## src/btav_pkg.sv

```systemverilog
/*
 * Package for the BCD time and alarm value windows: APB offsets, field
 * positions, masks, pointer codes, reset values and unlock keys.
 * Assumes a 32-bit APB slave with word-aligned registers.
 */
package btav_pkg;
    // ========================================================================
    // Register byte offsets
    localparam logic [7:0] BTAV_OFF_TIME_WIN = 8'h00;
    localparam logic [7:0] BTAV_OFF_ALARM_WIN = 8'h04;
    localparam logic [7:0] BTAV_OFF_CTRL = 8'h08;
    localparam logic [7:0] BTAV_OFF_KEY = 8'h0C;
    localparam logic [7:0] BTAV_OFF_IRQ_STAT = 8'h10;
    localparam logic [7:0] BTAV_OFF_IRQ_MASK = 8'h14;
    // ========================================================================
    // Control register fields
    localparam int BTAV_CTRL_WREN_BIT = 0;
    localparam int BTAV_CTRL_TPTR_LSB = 8;
    localparam int BTAV_CTRL_APTR_LSB = 12;
    // ========================================================================
    // Window pointer codes
    localparam logic [1:0] BTAV_PTR_MINSEC = 2'h0;
    localparam logic [1:0] BTAV_PTR_WDHR = 2'h1;
    localparam logic [1:0] BTAV_PTR_MTHDAY = 2'h2;
    localparam logic [1:0] BTAV_PTR_YEAR = 2'h3;
    // ========================================================================
    // Implemented-bit masks per layout; all other bits read zero
    localparam logic [15:0] BTAV_MASK_YEAR = 16'h00FF;
    localparam logic [15:0] BTAV_MASK_MTHDAY = 16'h1F3F;
    localparam logic [15:0] BTAV_MASK_WDHR = 16'h073F;
    localparam logic [15:0] BTAV_MASK_MINSEC = 16'h7F7F;
    // ========================================================================
    // Reset values: 01 Jan 00, weekday 0, 00:00:00
    localparam logic [15:0] BTAV_RST_YEAR = 16'h0000;
    localparam logic [15:0] BTAV_RST_MTHDAY = 16'h0101;
    localparam logic [15:0] BTAV_RST_WDHR = 16'h0000;
    localparam logic [15:0] BTAV_RST_MINSEC = 16'h0000;
    // ========================================================================
    // Unlock key bytes
    localparam logic [7:0] BTAV_KEY_FIRST = 8'h55;
    localparam logic [7:0] BTAV_KEY_SECOND = 8'hAA;
    // ========================================================================
    // Tick divider: 10 MHz core clock down to 1 Hz
    localparam int BTAV_CLK_HZ = 10000000;
    localparam int BTAV_TICK_HZ = 1;
    localparam int BTAV_TICK_CYCLES = BTAV_CLK_HZ / BTAV_TICK_HZ;
    // ========================================================================
    // Interrupt status bits
    localparam int BTAV_IRQ_ALARM = 0;
    localparam int BTAV_IRQ_SECOND = 1;
    localparam int BTAV_IRQ_W = 2;
endpackage : btav_pkg

```

## src/btav_tick_div.sv

```systemverilog
/*
 * Divider that makes a one-cycle 1 Hz tick enable from the core clock.
 * Assumes a single clock; period is a parameter so simulation can shorten it.
 */
`timescale 1ns/10ps
module btav_tick_div #(
    parameter int PERIOD = btav_pkg::BTAV_TICK_CYCLES
) (
    input wire logic clk_in,      // Core clock
    input wire logic nrst_in,     // Synchronous reset, active low
    input wire logic clr_in,      // Restart the prescaler
    output logic tick_out         // One-cycle tick
);
    import btav_pkg::*;
    logic [23:0] cnt_r;
    logic [23:0] cnt_nxt;
    logic tick_nxt;
    logic tick_r;

    // ========================================================================
    // Counter next state; a clear restarts the second so writes are not cut
    always_comb begin
        cnt_nxt = cnt_r + 24'h00_0001;
        tick_nxt = 1'b0;
        if (clr_in) begin
            cnt_nxt = 24'h00_0000;
        end else if (cnt_r == 24'(PERIOD - 1)) begin
            cnt_nxt = 24'h00_0000;
            tick_nxt = 1'b1;
        end
    end

    always_ff @(posedge clk_in) begin
        if (!nrst_in) begin
            cnt_r <= 24'h00_0000;
            tick_r <= 1'b0;
        end else begin
            cnt_r <= cnt_nxt;
            tick_r <= tick_nxt;
        end
    end

    assign tick_out = tick_r;
endmodule : btav_tick_div

```

## src/btav_bcd_digit.sv

```systemverilog
/*
 * One BCD counter stage: increments with carry-in, wraps at a top value
 * back to a restart value, and reports carry-out on wrap.
 * Assumes the caller holds the digit register; this is pure logic.
 */
`timescale 1ns/10ps
module btav_bcd_digit (
    input wire logic [3:0] val_in,    // Present digit value
    input wire logic [3:0] top_in,    // Last value before wrap
    input wire logic [3:0] start_in,  // Restart value after wrap
    input wire logic inc_in,          // Carry into this stage
    output logic [3:0] val_out,       // Next digit value
    output logic carry_out            // Wrap happened
);
    // ========================================================================
    // Wrap on reaching top; >= also recovers from out-of-range writes
    always_comb begin
        val_out = val_in;
        carry_out = 1'b0;
        if (inc_in) begin
            if (val_in >= top_in) begin
                val_out = start_in;
                carry_out = 1'b1;
            end else begin
                val_out = val_in + 4'h1;
            end
        end
    end
endmodule : btav_bcd_digit

```

## src/btav_rtc.sv

```systemverilog
/*
 * BCD time and alarm value windows with APB access, unlock sequence,
 * 1 Hz calendar advance, alarm compare and a masked interrupt.
 * Assumes APB3 master at 10 MHz on the same clock; synchronous reset.
 */
`timescale 1ns/10ps
module btav_rtc #(
    parameter int TICK_PERIOD = btav_pkg::BTAV_TICK_CYCLES
) (
    input wire logic clk_in,             // Core clock, 10 MHz
    input wire logic nrst_in,            // Synchronous reset, active low
    input wire logic psel_in,            // APB select
    input wire logic penable_in,         // APB enable
    input wire logic pwrite_in,          // APB write
    input wire logic [7:0] paddr_in,     // APB byte address
    input wire logic [31:0] pwdata_in,   // APB write data
    input wire logic [3:0] pstrb_in,     // APB byte strobes
    output logic [31:0] prdata_out,      // APB read data
    output logic pready_out,             // APB ready
    output logic pslverr_out,            // APB error, unmapped address
    output logic alarm_match_out,        // One-cycle alarm event
    output logic irq_out                 // Level interrupt
);
    import btav_pkg::*;

    logic [15:0] time_r [4];
    logic [15:0] alarm_r [3];
    logic [15:0] time_nxt [4];
    logic [15:0] alarm_nxt [3];
    logic [1:0] tptr_r, tptr_nxt, aptr_r, aptr_nxt;
    logic wren_r, wren_nxt;
    logic key1_r, key1_nxt, key2_r, key2_nxt;
    logic [BTAV_IRQ_W-1:0] stat_r, stat_nxt, mask_r, mask_nxt;
    logic match_r, match_nxt;
    logic [31:0] rdata_r, rdata_nxt;
    logic tick;
    logic pre_clr;
    logic acc, wr, rd, hi_acc, mapped;
    logic [15:0] wmask, tsel, asel, tmask_sel, amask_sel;
    logic [15:0] t_ms, t_wh, t_md, t_yr, adv_ms, adv_wh, adv_md, adv_yr;
    logic c_sec1, c_sec10, c_min1, c_min10, c_hr, c_day, c_mth, c_yr1;
    logic [3:0] s1, s10, m1, m10, y1, y10;
    logic [3:0] day_last, hr_top;
    logic leap;

    // ========================================================================
    // APB decode: zero-wait slave, answers in the access phase
    assign acc = psel_in && penable_in;
    assign wr = acc && pwrite_in;
    assign rd = acc && !pwrite_in;
    assign pready_out = 1'b1;
    assign mapped = (paddr_in == BTAV_OFF_TIME_WIN) || (paddr_in == BTAV_OFF_ALARM_WIN)
                  || (paddr_in == BTAV_OFF_CTRL) || (paddr_in == BTAV_OFF_KEY)
                  || (paddr_in == BTAV_OFF_IRQ_STAT) || (paddr_in == BTAV_OFF_IRQ_MASK);
    assign pslverr_out = acc && !mapped;
    // Reads touch both bytes, so any read counts; writes only via strobe 1
    assign hi_acc = rd || (wr && pstrb_in[1]);
    assign wmask = {{8{pstrb_in[1]}}, {8{pstrb_in[0]}}};

    // ========================================================================
    // Window layouts and selection
    function automatic logic [15:0] lay_mask(input logic [1:0] p);
        logic [15:0] m;
        m = BTAV_MASK_MINSEC;
        unique case (p)
            BTAV_PTR_YEAR: m = BTAV_MASK_YEAR;
            BTAV_PTR_MTHDAY: m = BTAV_MASK_MTHDAY;
            BTAV_PTR_WDHR: m = BTAV_MASK_WDHR;
            BTAV_PTR_MINSEC: m = BTAV_MASK_MINSEC;
        endcase
        return m;
    endfunction : lay_mask

    assign tmask_sel = lay_mask(tptr_r);
    assign amask_sel = lay_mask(aptr_r);
    assign tsel = time_r[tptr_r] & tmask_sel;
    assign asel = (aptr_r == BTAV_PTR_YEAR) ? 16'h0000
                : (alarm_r[aptr_r] & amask_sel);

    // ========================================================================
    // Calendar advance on the tick
    assign t_ms = time_r[BTAV_PTR_MINSEC];
    assign t_wh = time_r[BTAV_PTR_WDHR];
    assign t_md = time_r[BTAV_PTR_MTHDAY];
    assign t_yr = time_r[BTAV_PTR_YEAR];

    btav_bcd_digit u_s1 (.val_in(t_ms[3:0]), .top_in(4'h9), .start_in(4'h0),
        .inc_in(tick), .val_out(s1), .carry_out(c_sec1));
    btav_bcd_digit u_s10 (.val_in({1'b0, t_ms[6:4]}), .top_in(4'h5), .start_in(4'h0),
        .inc_in(c_sec1), .val_out(s10), .carry_out(c_sec10));
    btav_bcd_digit u_m1 (.val_in(t_ms[11:8]), .top_in(4'h9), .start_in(4'h0),
        .inc_in(c_sec10), .val_out(m1), .carry_out(c_min1));
    btav_bcd_digit u_m10 (.val_in({1'b0, t_ms[14:12]}), .top_in(4'h5), .start_in(4'h0),
        .inc_in(c_min1), .val_out(m10), .carry_out(c_min10));
    btav_bcd_digit u_y1 (.val_in(t_yr[3:0]), .top_in(4'h9), .start_in(4'h0),
        .inc_in(c_mth), .val_out(y1), .carry_out(c_yr1));
    btav_bcd_digit u_y10 (.val_in(t_yr[7:4]), .top_in(4'h9), .start_in(4'h0),
        .inc_in(c_yr1), .val_out(y10), .carry_out());

    // Leap year: BCD year divisible by four, valid through 2099
    assign leap = (t_yr[4] == 1'b0) ? (t_yr[1:0] == 2'b00) : (t_yr[1:0] == 2'b10);
    assign hr_top = (t_wh[5:4] == 2'h2) ? 4'h3 : 4'h9;

    // Hours, days and months wrap on full-value compares, not digit stages
    always_comb begin
        day_last = 4'h1;  // Low digit of last day, tens held below
        adv_wh = t_wh;
        adv_md = t_md;
        adv_ms = {1'b0, m10[2:0], m1, 1'b0, s10[2:0], s1};
        adv_yr = {8'h00, y10, y1};
        c_hr = 1'b0;
        c_day = 1'b0;
        c_mth = 1'b0;
        if (c_min10) begin
            if (t_wh[5:0] >= 6'h23) begin
                adv_wh[5:0] = 6'h00;
                c_hr = 1'b1;
            end else if (t_wh[3:0] >= hr_top) begin
                adv_wh[5:0] = {t_wh[5:4] + 2'h1, 4'h0};
            end else begin
                adv_wh[3:0] = t_wh[3:0] + 4'h1;
            end
        end
        if (c_hr) begin
            adv_wh[10:8] = (t_wh[10:8] >= 3'h6) ? 3'h0 : t_wh[10:8] + 3'h1;
            unique case (t_md[12:8])
                5'h02: day_last = leap ? 4'h9 : 4'h8;
                5'h04, 5'h06, 5'h09, 5'h11: day_last = 4'h0;
                default: day_last = 4'h1;
            endcase
            if (t_md[12:8] == 5'h02) begin
                c_day = (t_md[5:0] >= {2'h2, day_last});
            end else begin
                c_day = (t_md[5:0] >= {2'h3, day_last});
            end
            if (c_day) begin
                adv_md[5:0] = 6'h01;
            end else if (t_md[3:0] >= 4'h9) begin
                adv_md[5:0] = {t_md[5:4] + 2'h1, 4'h0};
            end else begin
                adv_md[3:0] = t_md[3:0] + 4'h1;
            end
        end
        if (c_day) begin
            if (t_md[12:8] >= 5'h12) begin
                adv_md[12:8] = 5'h01;
                c_mth = 1'b1;
            end else if (t_md[11:8] >= 4'h9) begin
                adv_md[12:8] = 5'h10;
            end else begin
                adv_md[11:8] = t_md[11:8] + 4'h1;
            end
        end
    end

    // ========================================================================
    // Window next state: software write has priority over the tick
    always_comb begin
        time_nxt[BTAV_PTR_MINSEC] = tick ? adv_ms : t_ms;
        time_nxt[BTAV_PTR_WDHR] = c_min10 ? adv_wh : t_wh;
        time_nxt[BTAV_PTR_MTHDAY] = c_hr ? adv_md : t_md;
        time_nxt[BTAV_PTR_YEAR] = c_mth ? adv_yr : t_yr;
        alarm_nxt = alarm_r;
        if (wr && wren_r && paddr_in == BTAV_OFF_TIME_WIN) begin
            time_nxt[tptr_r] = ((pwdata_in[15:0] & wmask)
                | (time_r[tptr_r] & ~wmask)) & tmask_sel;
        end
        if (wr && wren_r && paddr_in == BTAV_OFF_ALARM_WIN
            && aptr_r != BTAV_PTR_YEAR) begin
            alarm_nxt[aptr_r] = ((pwdata_in[15:0] & wmask)
                | (alarm_r[aptr_r] & ~wmask)) & amask_sel;
        end
    end

    // Prescaler restarts when minutes/seconds are written
    assign pre_clr = wr && wren_r && paddr_in == BTAV_OFF_TIME_WIN
                   && tptr_r == BTAV_PTR_MINSEC;

    // ========================================================================
    // Control, pointers, unlock and interrupt next state
    always_comb begin
        tptr_nxt = tptr_r;
        aptr_nxt = aptr_r;
        wren_nxt = wren_r;
        key1_nxt = key1_r;
        mask_nxt = mask_r;
        stat_nxt = stat_r;
        rdata_nxt = rdata_r;
        match_nxt = tick && (t_ms & BTAV_MASK_MINSEC) == (alarm_r[0] & BTAV_MASK_MINSEC)
                  && (t_wh & BTAV_MASK_WDHR) == (alarm_r[1] & BTAV_MASK_WDHR)
                  && (t_md & BTAV_MASK_MTHDAY) == (alarm_r[2] & BTAV_MASK_MTHDAY);
        if (acc && paddr_in == BTAV_OFF_TIME_WIN && hi_acc && tptr_r != 2'h0) begin
            tptr_nxt = tptr_r - 2'h1;
        end
        if (acc && paddr_in == BTAV_OFF_ALARM_WIN && hi_acc && aptr_r != 2'h0) begin
            aptr_nxt = aptr_r - 2'h1;
        end
        if (wr && paddr_in == BTAV_OFF_KEY && pstrb_in[0]) begin
            key1_nxt = (pwdata_in[7:0] == BTAV_KEY_FIRST);
        end else if (wr) begin
            key1_nxt = 1'b0;  // Any other write breaks the sequence
        end
        if (wr && paddr_in == BTAV_OFF_CTRL) begin
            if (pstrb_in[0]) begin
                // Set only when the previous write was the second key
                if (!pwdata_in[BTAV_CTRL_WREN_BIT]) begin
                    wren_nxt = 1'b0;
                end else if (key2_r) begin
                    wren_nxt = 1'b1;
                end
            end
            if (pstrb_in[1]) begin
                tptr_nxt = pwdata_in[BTAV_CTRL_TPTR_LSB +: 2];
                aptr_nxt = pwdata_in[BTAV_CTRL_APTR_LSB +: 2];
            end
        end
        if (wr && paddr_in == BTAV_OFF_IRQ_MASK && pstrb_in[0]) begin
            mask_nxt = pwdata_in[BTAV_IRQ_W-1:0];
        end
        if (wr && paddr_in == BTAV_OFF_IRQ_STAT && pstrb_in[0]) begin
            stat_nxt = stat_r & ~pwdata_in[BTAV_IRQ_W-1:0];
        end
        // Events set after the clear so the set wins in the same cycle
        if (match_r) begin
            stat_nxt[BTAV_IRQ_ALARM] = 1'b1;
        end
        if (tick) begin
            stat_nxt[BTAV_IRQ_SECOND] = 1'b1;
        end
        if (rd) begin
            unique case (paddr_in)
                BTAV_OFF_TIME_WIN: rdata_nxt = {16'h0000, tsel};
                BTAV_OFF_ALARM_WIN: rdata_nxt = {16'h0000, asel};
                BTAV_OFF_CTRL: rdata_nxt = {18'h0_0000, aptr_r, 2'b00, tptr_r,
                                            7'h00, wren_r};
                BTAV_OFF_IRQ_STAT: rdata_nxt = {30'h0000_0000, stat_r};
                BTAV_OFF_IRQ_MASK: rdata_nxt = {30'h0000_0000, mask_r};
                default: rdata_nxt = 32'h0000_0000;
            endcase
        end
    end

    // Key2 latch: a write of the second key after the first arms the enable
    always_comb begin
        key2_nxt = key2_r;
        if (wr) begin
            key2_nxt = (paddr_in == BTAV_OFF_KEY) && pstrb_in[0] && key1_r
                     && (pwdata_in[7:0] == BTAV_KEY_SECOND);
        end
    end

    // ========================================================================
    // Registers
    always_ff @(posedge clk_in) begin
        if (!nrst_in) begin
            time_r[BTAV_PTR_MINSEC] <= BTAV_RST_MINSEC;
            time_r[BTAV_PTR_WDHR] <= BTAV_RST_WDHR;
            time_r[BTAV_PTR_MTHDAY] <= BTAV_RST_MTHDAY;
            time_r[BTAV_PTR_YEAR] <= BTAV_RST_YEAR;
            alarm_r[0] <= BTAV_RST_MINSEC;
            alarm_r[1] <= BTAV_RST_WDHR;
            alarm_r[2] <= BTAV_RST_MTHDAY;
            tptr_r <= 2'h0;
            aptr_r <= 2'h0;
            wren_r <= 1'b0;
            key1_r <= 1'b0;
            key2_r <= 1'b0;
            stat_r <= '0;
            mask_r <= '0;
            match_r <= 1'b0;
            rdata_r <= 32'h0000_0000;
        end else begin
            time_r <= time_nxt;
            alarm_r <= alarm_nxt;
            tptr_r <= tptr_nxt;
            aptr_r <= aptr_nxt;
            wren_r <= wren_nxt;
            key1_r <= key1_nxt;
            key2_r <= key2_nxt;
            stat_r <= stat_nxt;
            mask_r <= mask_nxt;
            match_r <= match_nxt;
            rdata_r <= rdata_nxt;
        end
    end

    // Read data must be valid in the access phase, so read mux is combinational
    assign prdata_out = rd ? rdata_nxt : rdata_r;
    assign alarm_match_out = match_r;
    assign irq_out = |(stat_r & mask_r);

    btav_tick_div #(.PERIOD(TICK_PERIOD)) u_div (
        .clk_in(clk_in),
        .nrst_in(nrst_in),
        .clr_in(pre_clr),
        .tick_out(tick)
    );

    // ========================================================================
    // Checks
    a_locked_write_held: assert property (@(posedge clk_in) disable iff (!nrst_in)
        (wr && !wren_r && paddr_in == BTAV_OFF_ALARM_WIN) |=> $stable(alarm_r[0])
        && $stable(alarm_r[1]) && $stable(alarm_r[2]))
        else $error("alarm window changed while locked");
    a_ptr_stops_zero: assert property (@(posedge clk_in) disable iff (!nrst_in)
        (rd && paddr_in == BTAV_OFF_TIME_WIN && tptr_r == 2'h0) |=> tptr_r == 2'h0)
        else $error("time pointer moved below zero");
    a_ptr_decrement: assert property (@(posedge clk_in) disable iff (!nrst_in)
        (rd && paddr_in == BTAV_OFF_ALARM_WIN && aptr_r != 2'h0)
        |=> aptr_r == $past(aptr_r) - 2'h1)
        else $error("alarm pointer did not decrement");
    a_unused_bits_zero: assert property (@(posedge clk_in) disable iff (!nrst_in)
        rd && paddr_in == BTAV_OFF_TIME_WIN |-> (prdata_out[15:0] & ~tmask_sel) == 16'h0000)
        else $error("unimplemented bits read nonzero");
    a_wren_needs_keys: assert property (@(posedge clk_in) disable iff (!nrst_in)
        $rose(wren_r) |-> $past(key2_r))
        else $error("write enable set without key sequence");
    a_year_range: assert property (@(posedge clk_in) disable iff (!nrst_in)
        time_r[BTAV_PTR_YEAR][15:8] == 8'h00)
        else $error("year upper byte not zero");
    a_second_wrap: assert property (@(posedge clk_in) disable iff (!nrst_in)
        (tick && !pre_clr && t_ms[6:0] == 7'h59 && !(wr && paddr_in == BTAV_OFF_TIME_WIN))
        |=> time_r[BTAV_PTR_MINSEC][6:0] == 7'h00)
        else $error("seconds did not wrap to zero");
    a_match_event: assert property (@(posedge clk_in) disable iff (!nrst_in)
        match_r |=> stat_r[BTAV_IRQ_ALARM])
        else $error("alarm match not recorded");
endmodule : btav_rtc

```

## config.mk

```make
export PLATFORM = sky130hd
export DESIGN_NAME = btav_rtc
export DESIGN_NICKNAME = d
export VERILOG_FILES = /design/src/btav_pkg.sv /design/src/btav_tick_div.sv /design/src/btav_bcd_digit.sv /design/src/btav_rtc.sv
export SDC_FILE = /design/constraint.sdc
export NUM_CORES = 1
export LEC_CHECK = 0
export ABC_AREA = 0
export CORE_MARGIN = 8
export CORE_UTILIZATION = 64
export DETAILED_ROUTE_END_ITERATION = 16
export DONT_BUFFER_PORTS = 1
export GPL_TIMING_DRIVEN = 0
export PLACE_DENSITY_LB_ADDON = 0.1
export SKIP_LAST_GASP = 1
export SYNTH_ARGS = -nofsm -noshare
export SYNTH_HDL_FRONTEND = slang
export SYNTH_SLANG_ARGS = --single-unit
```

## constraint.sdc

```tcl
create_clock -name clk_in -period 4.3 [get_ports clk_in]
set_input_delay 0 -clock clk_in [delete_from_list [all_inputs] [get_ports clk_in]]
set_output_delay 0 -clock clk_in [all_outputs]
set_load 0.03 [all_outputs]
```

==> After elaboration in Yosys (flattened, before gate mapping) <==
Index checks and enable logic that the tools add are counted.
W data, S select, Z words.
{ "classes": {"n_reduce_logical": 53, "n_addsub": 15, "bitwise": 16, "order_cmp": 18, "eq_ne": 26, "n_mux": 81} }
{ "op_table": {"columns": ["operator", "count"], "rows": [
  ["$mux W16", 9],
  ["$pmux W16 S4", 2],
  ["$and A16 B16 Y16", 7],
  ["$pmux W16 S5", 1],
  ["$bmux W16 S2", 2],
  ["$bwmux W64", 1],
  ["$demux W16 S2", 2],
  ["$mux W32", 2],
  ["$mux W64", 1],
  ["$bwmux W48", 1],
  ["$mux W4", 11],
  ["$or A16 B16 Y16", 2],
  ["$logic_and A1 B1 Y1", 31],
  ["$add A4 B1 Y4 const B", 7],
  ["$mux W1", 27],
  ["$add A24 B1 Y24 const B", 1],
  ["$eq A24 B24 Y1 const B", 1],
  ["$ge A4 B4 Y1 const B", 6],
  ["$mux W2", 9],
  ["$mux W3", 6],
  ["$eq A8 B4 Y1 const B", 2],
  ["$eq A8 B5 Y1 const B", 2],
  ["$not A16 Y16", 1],
  ["$ge A3 B3 Y1 const B", 5],
  ["other kinds (40)", 70]
]} }
{ "totals": {"out_inout_bits": 36, "in_bits": 49, "reg_bits": 181, "wordCells": 228} }

==> Longest topological paths before layout <==
Gate-level depths: netlist of the first run.
{ "logic_depth": {"depth_word": 18, "mapped_depth": 14, "mapped_depth_nobuf": 12} }

==> Hierarchy <==
From an unflattened synthesis of the first run, not the netlist that was laid out.
{ "unflattened": {"hier_cells": 1347, "area_unflattened_um2": 11050.6} }
{ "by_module_without_submodules": {"columns": ["mod", "cells_per_inst", "instances", "area_each_um2", "seq_area_each_um2"], "rows": [
  ["btav_rtc", 988, 1, 8346.8, 2922.8],
  ["btav_bcd_digit", 37, 6, 256.5, 0.0],
  ["btav_tick_div", 137, 1, 1164.9, 500.5]
]} }

==> Least setup slack after synthesis of the first run <==
Ideal clock, no wire load.
{ "synth_path": {"path_type": "reg2reg", "startpoint": "reg time_r, in the netlist t_md[8]", "endpoint": "reg time_r, in the netlist t_yr[4]", "setup_ns": 0.120, "stages_incl_launch_ff": 14, "slack_ns": 0.996, "arrival_ns": 3.184, "n_path_buf": 2, "synth_period_minus_slack_ns": 3.304, "t_required_ns": 4.180, "path_cell_list": "dfxtp_1 > inv_1 > ha_1 > nor4b_1 > a32oi_1 > o21a_1 > ha_1 > or4b_1 > a211oi_1 > o22a_1 > buf_2 > buf_2 > nor3_1 > o31a_1"} }
{ "synth_via": {"elab_chain_cells": 14, "word_cells_on_any_way": 21, "cone_classes": "order compare (3); eq/ne (5); mux (12); reduce/logical (1)"} }
{ "synth_rtl": {"columns": ["element", "line", "rtl"], "rows": [
  ["start, declared", "btav_rtc.sv:26", "logic [15:0] time_r [4];"],
  ["start signal, assigned", "btav_rtc.sv:273", "time_r <= time_nxt;"],
  ["$eq A5 B3 Y1, or another cell as far along", "btav_rtc.sv:126", "unique case (t_md[12:8])"],
  ["$reduce_or A4 Y1", "btav_rtc.sv:126", null],
  ["$pmux W4 S2", "btav_rtc.sv:126", null],
  ["$mux W4", "btav_rtc.sv:124", "if (c_hr) begin"],
  ["$ge A6 B6 Y1, on equally long branches", "btav_rtc.sv:134, btav_rtc.sv:132", null],
  ["$mux W1", "btav_rtc.sv:131", "if (t_md[12:8] == 5'h02) begin"],
  ["$mux W1 (2 in series)", "btav_rtc.sv:124", null],
  ["$mux W1 (*)", "btav_rtc.sv:144", "if (c_day) begin"],
  ["$mux W1", "btav_bcd_digit.sv:20", "if (inc_in) begin"],
  ["$mux W4", "btav_bcd_digit.sv:20", null],
  ["$mux W16 (*)", "btav_rtc.sv:162", "time_nxt[BTAV_PTR_YEAR] = c_mth ? adv_yr : t_yr;"],
  ["$bwmux W64", "btav_rtc.sv:165", "time_nxt[tptr_r] = ((pwdata_in[15:0] & wmask)"],
  ["$mux W64 (*)", "btav_rtc.sv:164", "if (wr && wren_r && paddr_in == BTAV_OFF_TIME_WIN) begin"]
]} }
Every way passes the cells marked *; elsewhere a longest branch is shown, timed or not. The select of a mux whose other input is x is not followed.
A chain may end at the register's enable or synchronous reset.

==> Worst setup path in the final report of the first run <==
{ "layout_path": {"startpoint": "reg time_r, in the netlist t_md[9]", "endpoint": "reg time_r, in the netlist t_md[0]"} }
{ "layout_via": {"elab_chain_cells": 11, "word_cells_on_any_way": 16, "cone_classes": "order compare (2); eq/ne (5); mux (8); reduce/logical (1)"} }
{ "layout_rtl": {"columns": ["element", "line", "rtl"], "rows": [
  ["$eq A5 B3 Y1, or another cell as far along", "btav_rtc.sv:126", null],
  ["$reduce_or A4 Y1", "btav_rtc.sv:126", null],
  ["$pmux W4 S2", "btav_rtc.sv:126", null],
  ["$mux W4", "btav_rtc.sv:124", null],
  ["$ge A6 B6 Y1, on equally long branches", "btav_rtc.sv:134, btav_rtc.sv:132", null],
  ["$mux W1 (*)", "btav_rtc.sv:131", null],
  ["$mux W1 (*)", "btav_rtc.sv:124", null],
  ["$mux W6 (*)", "btav_rtc.sv:136", "if (c_day) begin"],
  ["$mux W13 (*)", "btav_rtc.sv:161", "time_nxt[BTAV_PTR_MTHDAY] = c_hr ? adv_md : t_md;"],
  ["$bwmux W64", "btav_rtc.sv:165", null],
  ["$mux W64 (*)", "btav_rtc.sv:164", null]
]} }
Marked as above.

==> flow_metrics.tcl, run 1 <==
set metrics [dict create \
    cp_data_arrival_time_ns 4.31 \
    dp_hpwl_um 25670 \
    worst_pin_slew_ns 1.465 \
    path_class "reg2reg" \
    p_leak_nw 3.988 \
    dpl_cell_area_um2 10360 \
    ys_warn_count 0 \
    ys_seq_area_frac 0.3398 \
    seq_power_share 0.475 \
    powerDensity_nw_per_um2 298.5 \
    synthFlopType "dfxtp_1" \
    outcome "complete, but fails checks" \
    finalNetCount 1327 \
    drive_gt1_frac 0.07637 \
    fillers 1289 \
    clkPwrFrac 0.470 \
    drt_first_pass_iters 6 \
    yosysMostFrequentCell "dfxtp_1" \
    grt_pass1_vias 9081 \
    p_total_mw 3.352 \
    drt_iter0_markers 1379 \
    min_period_over_period 0.9378 \
    postCtsSetupRepairBufs 0 \
    crit_fanout 10 \
    syn_avg_cell_area_um2 8.486 \
    syn_area_um2 10070 \
    final_max_slew_viol_count 0 \
    final_area_um2 11230 \
    cp-start-kind "flop" \
    core-area_um2 15660 \
    wl_per_cell_um 23.82 \
    ys_types 74 \
    switching_share 0.2743 \
    grt-ovfl-total 0 \
    grt_max_degree 21 \
    period_minus_slack_ns 4.033 \
    switching_power_mw 0.9194 \
    slew_headroom 0.01487 \
    internal-power_mw 2.433 \
    io_buffers 0 \
    drt_wl_total_um 34780 \
    gp_congestion 0.9890 \
    grt_pass1_wl_um 52610 \
    final-setup-viol-count 0 \
    cts_buffers 17 \
    die_h_um 141.5 \
    ant_nets 0 \
    critPathCaptureType "flop" \
    syn_inst 1187 \
    synth_area_leaders "dfxtp_1 (34%), ha_1 (5.8%), nand2_1 (4.7%)" \
    cts.path.max_buffers 2 \
    timing.fmax_ghz 0.2480 \
    clkTransAtPathRegs_ns 0.08 \
    synth_common_cells "dfxtp_1 (171), nand2_1 (126), nor2_1 (104), clkbuf_1 (58), inv_1 (51)" \
    diodes 0 \
    ys_ff_latch 171 \
    grt_antenna_before_repair 0 \
    fp.dieW_um 141.5 \
    grt_setup_unrepaired "no" \
    track_usage 0.3428 \
    synth.largest_area_cell "dfxtp_1" \
    drcViolationCount 0 \
    violations "max-capacitance violations" \
    cap_violations 1 \
    postLayoutCoreUtil 0.7172 \
    hold_viol 0 \
    combPwrFrac 0.055 \
    cts_tree "yes" \
    syn_nets 1283 \
    holdCritPathClass "in2reg" \
    cts_sinks 171 \
    synth.top_cell.area_share 0.3398 \
    worst_ep_required_time_ns 4.58 \
    clock_latency_ns 0.45 \
    setup_tns_ns 0 \
    ios 85 \
    rows 46 \
    synthArstFlopShare 0 \
    htreeDepth 4 \
    num_vias 9877 \
    start_util 0.6435 \
    clock-root-buffer "clkbuf_16" \
    die_area_um2 20010 \
    fin_worst_skew_ns 0.01321 \
    synth-edff-count 0 \
    syn_to_final_growth_pct 11.46 \
    vias_per_cell 6.765 \
    ir_worst_vdd_v 0.0002957 \
]
placed cells by master (no fill, tap or decap), types with 41 or more instances in the layout:
master,count
a21oi_1,44
clkbuf_1,58
dfxtp_1,171
ha_1,47
inv_1,51
mux2i_1,45
nand2_1,126
nor2_1,104
o21ai_0,44
xnor2_1,41
cell type report:
type                            instances  area (um^2)  share of cell area
Multi-Input combinational cell        890         6177              0.5501
Sequential cell                       171         3423              0.3049
Clock buffer                           17        425.4             0.03789
Buffer                                 73        296.5             0.02641
Tap cell                              216        270.3             0.02407
Timing Repair Buffer                   25        247.7             0.02206
Inverter                               53        198.9             0.01772
Clock inverter                         15        188.9             0.01683
flip-flops by register name, summed over array words and instances (netlist names):
register         count
key1_r               1
t_ms                15
aptr_r               2
t_yr                15
alarm_match_out      1
t_md                15
key2_r               1
u_div.cnt_r         24
u_div.tick_out       1
rdata_r             32
stat_r               2
wren_r               1
alarm_r             42
mask_r               2
t_wh                15
tptr_r               2
worst max-delay path: stages, from the launching register on:
cell and delay, ns:
dfxtp_1 0.57, ha_1 0.32, nor4b_4 0.41, a32oi_1 0.09
o21a_1 0.18, ha_1 0.27, or4b_1 0.49, a211oi_1 0.40
o22ai_1 0.31, clkbuf_1 0.34, a211oi_1 0.31, o221ai_1 0.16
kinds of logic (layout without fill, tap and decap cells):
logic type	count (synthesis)	in the layout	synth area share
and+or+nand+nor	458	458	0.2302
other	1	1	0.0003723
buffers and inverters	126	183	0.04918
xor gates and xnor gates	61	61	0.05304
DFF	171	171	0.3398
adders and majority gates	47	47	0.05838
muxes	80	80	0.1006
AOI/OAI and AO/OA	243	243	0.1684
metrics by stage:
step                      worst slack, ns  hold slack [ns]  instances
after floorplan                    0.9958           0.1472       1187
after CTS                          0.2200         0.004458       1460
after global placement            0.03892           0.1574       1403
final                              0.2674          0.02785       1460
after detailed placement          -0.1061           0.1659       1404
after global routing              0.01565          0.02064       1460
layer usage:
layer / vias to the layer above / track usage / share of wire
li1: 4401 / - / -
met1: 4632 / 0.4430 / 0.40
met2: 700 / 0.5050 / 0.42
met3: 144 / 0.1035 / 0.13
met4: 0 / 0.1837 / 0.051
met5: - / 0 / 0
final timing paths:
path | from | end | slack [ns] | cells after the start
worst max-delay path | t_md[9] | t_md[0] | 0.27 | 11
worst min register to register | rdata_r[3] | rdata_r[3] | 0.46 | 2
worst min-delay path | pwdata_in[6] | alarm_r[22] | 0.03 | 4
worst max register to register | t_md[9] | t_md[0] | 0.27 | 11
power groups by stage:
| stage | clock, mW | combinational [mW] | sequential (mW) |
|---|---|---|---|
| global placement | 0 | 0.151 | 1.63 |
| CTS | 1.58 | 0.175 | 1.59 |
| global route | 1.66 | 0.190 | 1.59 |
| floorplan | 0 | 0.103 | 1.63 |
| finish | 1.58 | 0.184 | 1.59 |
| detailed placement | 0 | 0.152 | 1.63 |
repair_timing:
action,4_1_cts,5_1_grt
endpoints found under the setup margin,3,2
hold buffers,24,0
resized for setup,1,1
hold endpoints to repair,62,0
gates cloned,0,0
(Power assumes the default switching activity.)
==> inputs of run 2 (changes only) <==
--- a/config.mk
+++ b/config.mk
@@ -11,6 +11,7 @@
 export DETAILED_ROUTE_END_ITERATION = 16
 export DONT_BUFFER_PORTS = 1
 export GPL_TIMING_DRIVEN = 0
+export MAX_ROUTING_LAYER = met4
 export PLACE_DENSITY_LB_ADDON = 0.1
 export SKIP_LAST_GASP = 1
 export SYNTH_ARGS = -nofsm -noshare
==> run 2 against run 1 <==
  * The run now ends clean
  * Via count down 0.10%
  * First-iteration DRC count down 4.8%
  * Sequential share of layout area about the same
  * Cell count down 0.14%
  * Register-to-register slack better by 0.06 ns
  * Total power up 2.0%
  * Non-clock buffer count down 2
  * Global-route usage up 0.82 points
  * Combinational power down 3%
  * Hold slack worse by 0.016 ns
==> flow_metrics.tcl, run 2 (same netlist as run 1, synthesis figures left out) <==
set metrics [dict create \
    diodes 0 \
    fillers 1287 \
    die_area_um2 20010 \
    grt_pass1_wl_um 52660 \
    powerDensity_nw_per_um2 304.7 \
    finalNetCount 1325 \
    largest-register "alarm_r" \
    io_buffers 0 \
    largest_register_ffs 42 \
    p_leak_nw 3.984 \
    combPwrFrac 0.052 \
    layout_commonest_cell "dfxtp_1" \
    drt_first_pass_iters 5 \
    final_max_slew_viol_count 0 \
    min_period_over_period 0.9243 \
    grt_pass1_vias 9061 \
    grt_max_degree 19 \
    fin_worst_skew_ns 0.01102 \
    grt-ovfl-total 0 \
    worst_ep_required_time_ns 4.57 \
    slew_headroom 0.06972 \
    syn_to_final_growth_pct 11.42 \
    reg2reg_slack_ns 0.33 \
    largestRegisters "alarm_r (42), rdata_r (32), u_div.cnt_r (24)" \
    grt_antenna_before_repair 0 \
    start_util 0.6435 \
    dp_slack_ns -0.06033 \
    final_area_um2 11220 \
    holdCritPathClass "in2reg" \
    internal-power_mw 2.535 \
    cts_buffers 17 \
    vias_per_cell 6.767 \
    fin_hold_ws_ns 0.01219 \
    final-setup-viol-count 0 \
    outcome "complete, no violations" \
    switching_share 0.2587 \
    ios 85 \
    cp-start-kind "flop" \
    hold_viol 0 \
    holdPathStages 4 \
    die_h_um 141.5 \
    htreeDepth 4 \
    clock-root-buffer "clkbuf_16" \
    reg2reg_depth 11 \
    clkTransAtPathRegs_ns 0.08 \
    period_minus_slack_ns 3.974 \
    wl_per_cell_um 23.44 \
    ant_nets 0 \
    rows 46 \
    path_class "reg2reg" \
    fin_ws_ns 0.3256 \
    instances_no_fill 1458 \
    dpl_cell_area_um2 10350 \
    ir_worst_vdd_v 0.0002925 \
    grt_setup_unrepaired "no" \
    cts_sinks 171 \
    timing.fmax_ghz 0.2516 \
    cts.path.max_buffers 2 \
    r2r-end "t_md[0]" \
    switching_power_mw 0.8849 \
    cap_violations 0 \
    clock_latency_ns 0.44 \
    postCtsSetupRepairBufs 0 \
    drive_gt1_frac 0.07568 \
    min_from "pwdata_in[11]" \
    p_total_mw 3.420 \
    multi_input_area_um2 6177 \
    fp.dieW_um 141.5 \
    crit_path_max_incr_delay_ns 0.58 \
    drt_iter0_markers 1313 \
    dp_cells 1403 \
    cp_data_arrival_time_ns 4.24 \
    worst_pin_slew_ns 1.377 \
    drcViolationCount 0 \
    clkPwrFrac 0.482 \
    core-area_um2 15660 \
    worst_path_max_delay_cell "dfxtp_1" \
    hold_path_end "alarm_r[43]" \
    reg2reg_from "t_md[9]" \
    seq_power_share 0.466 \
    layout_common_cells "dfxtp_1 (171), nand2_1 (126), nor2_1 (104)" \
    cts_tree "yes" \
    seq_area_um2 3423 \
    gp_congestion 1.010 \
    crit_fanout 10 \
    track_usage 0.3511 \
    num_vias 9867 \
    dp_hpwl_um 25500 \
    critPathCaptureType "flop" \
    cp_cell_sequence "ha_1 -> nor4b_4 -> a32oi_1 -> o21a_1 -> ha_1 -> or4b_1 -> a211oi_1 -> o22ai_1 -> clkbuf_1 -> a211oi_1 -> o221ai_1" \
    drt_wl_total_um 34180 \
]
## run 2: final cells by class
class,count,area share
multi-input cells,890,0.5504
flip-flops and latches,171,0.3050
clock buffers,17,0.03790
plain buffers,73,0.02642
well taps,216,0.02408
repair buffers,23,0.02051
clock inverters,15,0.01795
inverters,53,0.01773
## run 2: worst max-delay path by stage
stage,from,endpoint,cells after the start
floorplan,t_md[8],t_yr[4],13
global placement,t_md[9],t_md[0],11
detailed placement,t_md[9],t_md[0],11
CTS,t_md[9],t_md[0],11
global route,t_md[8],t_md[0],13
finish,t_md[9],t_md[0],11
## run 2: power groups by stage
stage / registers (mW) / clock network [mW] / logic (mW)
after floorplan: 1.63 / 0 / 0.103
after global placement: 1.63 / 0 / 0.150
after detailed placement: 1.63 / 0 / 0.150
after CTS: 1.59 / 1.65 / 0.172
after global routing: 1.59 / 1.72 / 0.188
final: 1.59 / 1.65 / 0.179
## run 2: what timing repair did
action,in CTS,in global routing
hold buffers,23,0
resized for setup,1,1
setup endpoints to repair,13,1
pin swaps,0,0
endpoints found under the hold margin,63,0
## run 2: critical path: cells and delay by family, from the launching register on
family	cells	cell delay, ns
fa+ha+maj	2	0.60
compound gates	6	1.39
simple gates	2	0.93
buf+inv	1	0.32
flops	1	0.58
## run 2: per-stage QoR
stage           TNS [ns]    util
5_1_grt                0  0.7169
2_1_floorplan          0       -
3_5_place_dp    -0.09146  0.6612
3_3_place_gp   -0.003987  0.6607
6_report               0  0.7169
4_1_cts                0  0.7164
## run 2: per-layer routing
metal,vias up,part of all wire,wire (um),GRT usage
li1,4379,-,-,-
met1,4647,0.40,13620,0.4509
met2,687,0.41,14170,0.4978
met3,154,0.14,4630,0.1048
met4,0,0.051,1751,0.1651
met5,-,0,0,-
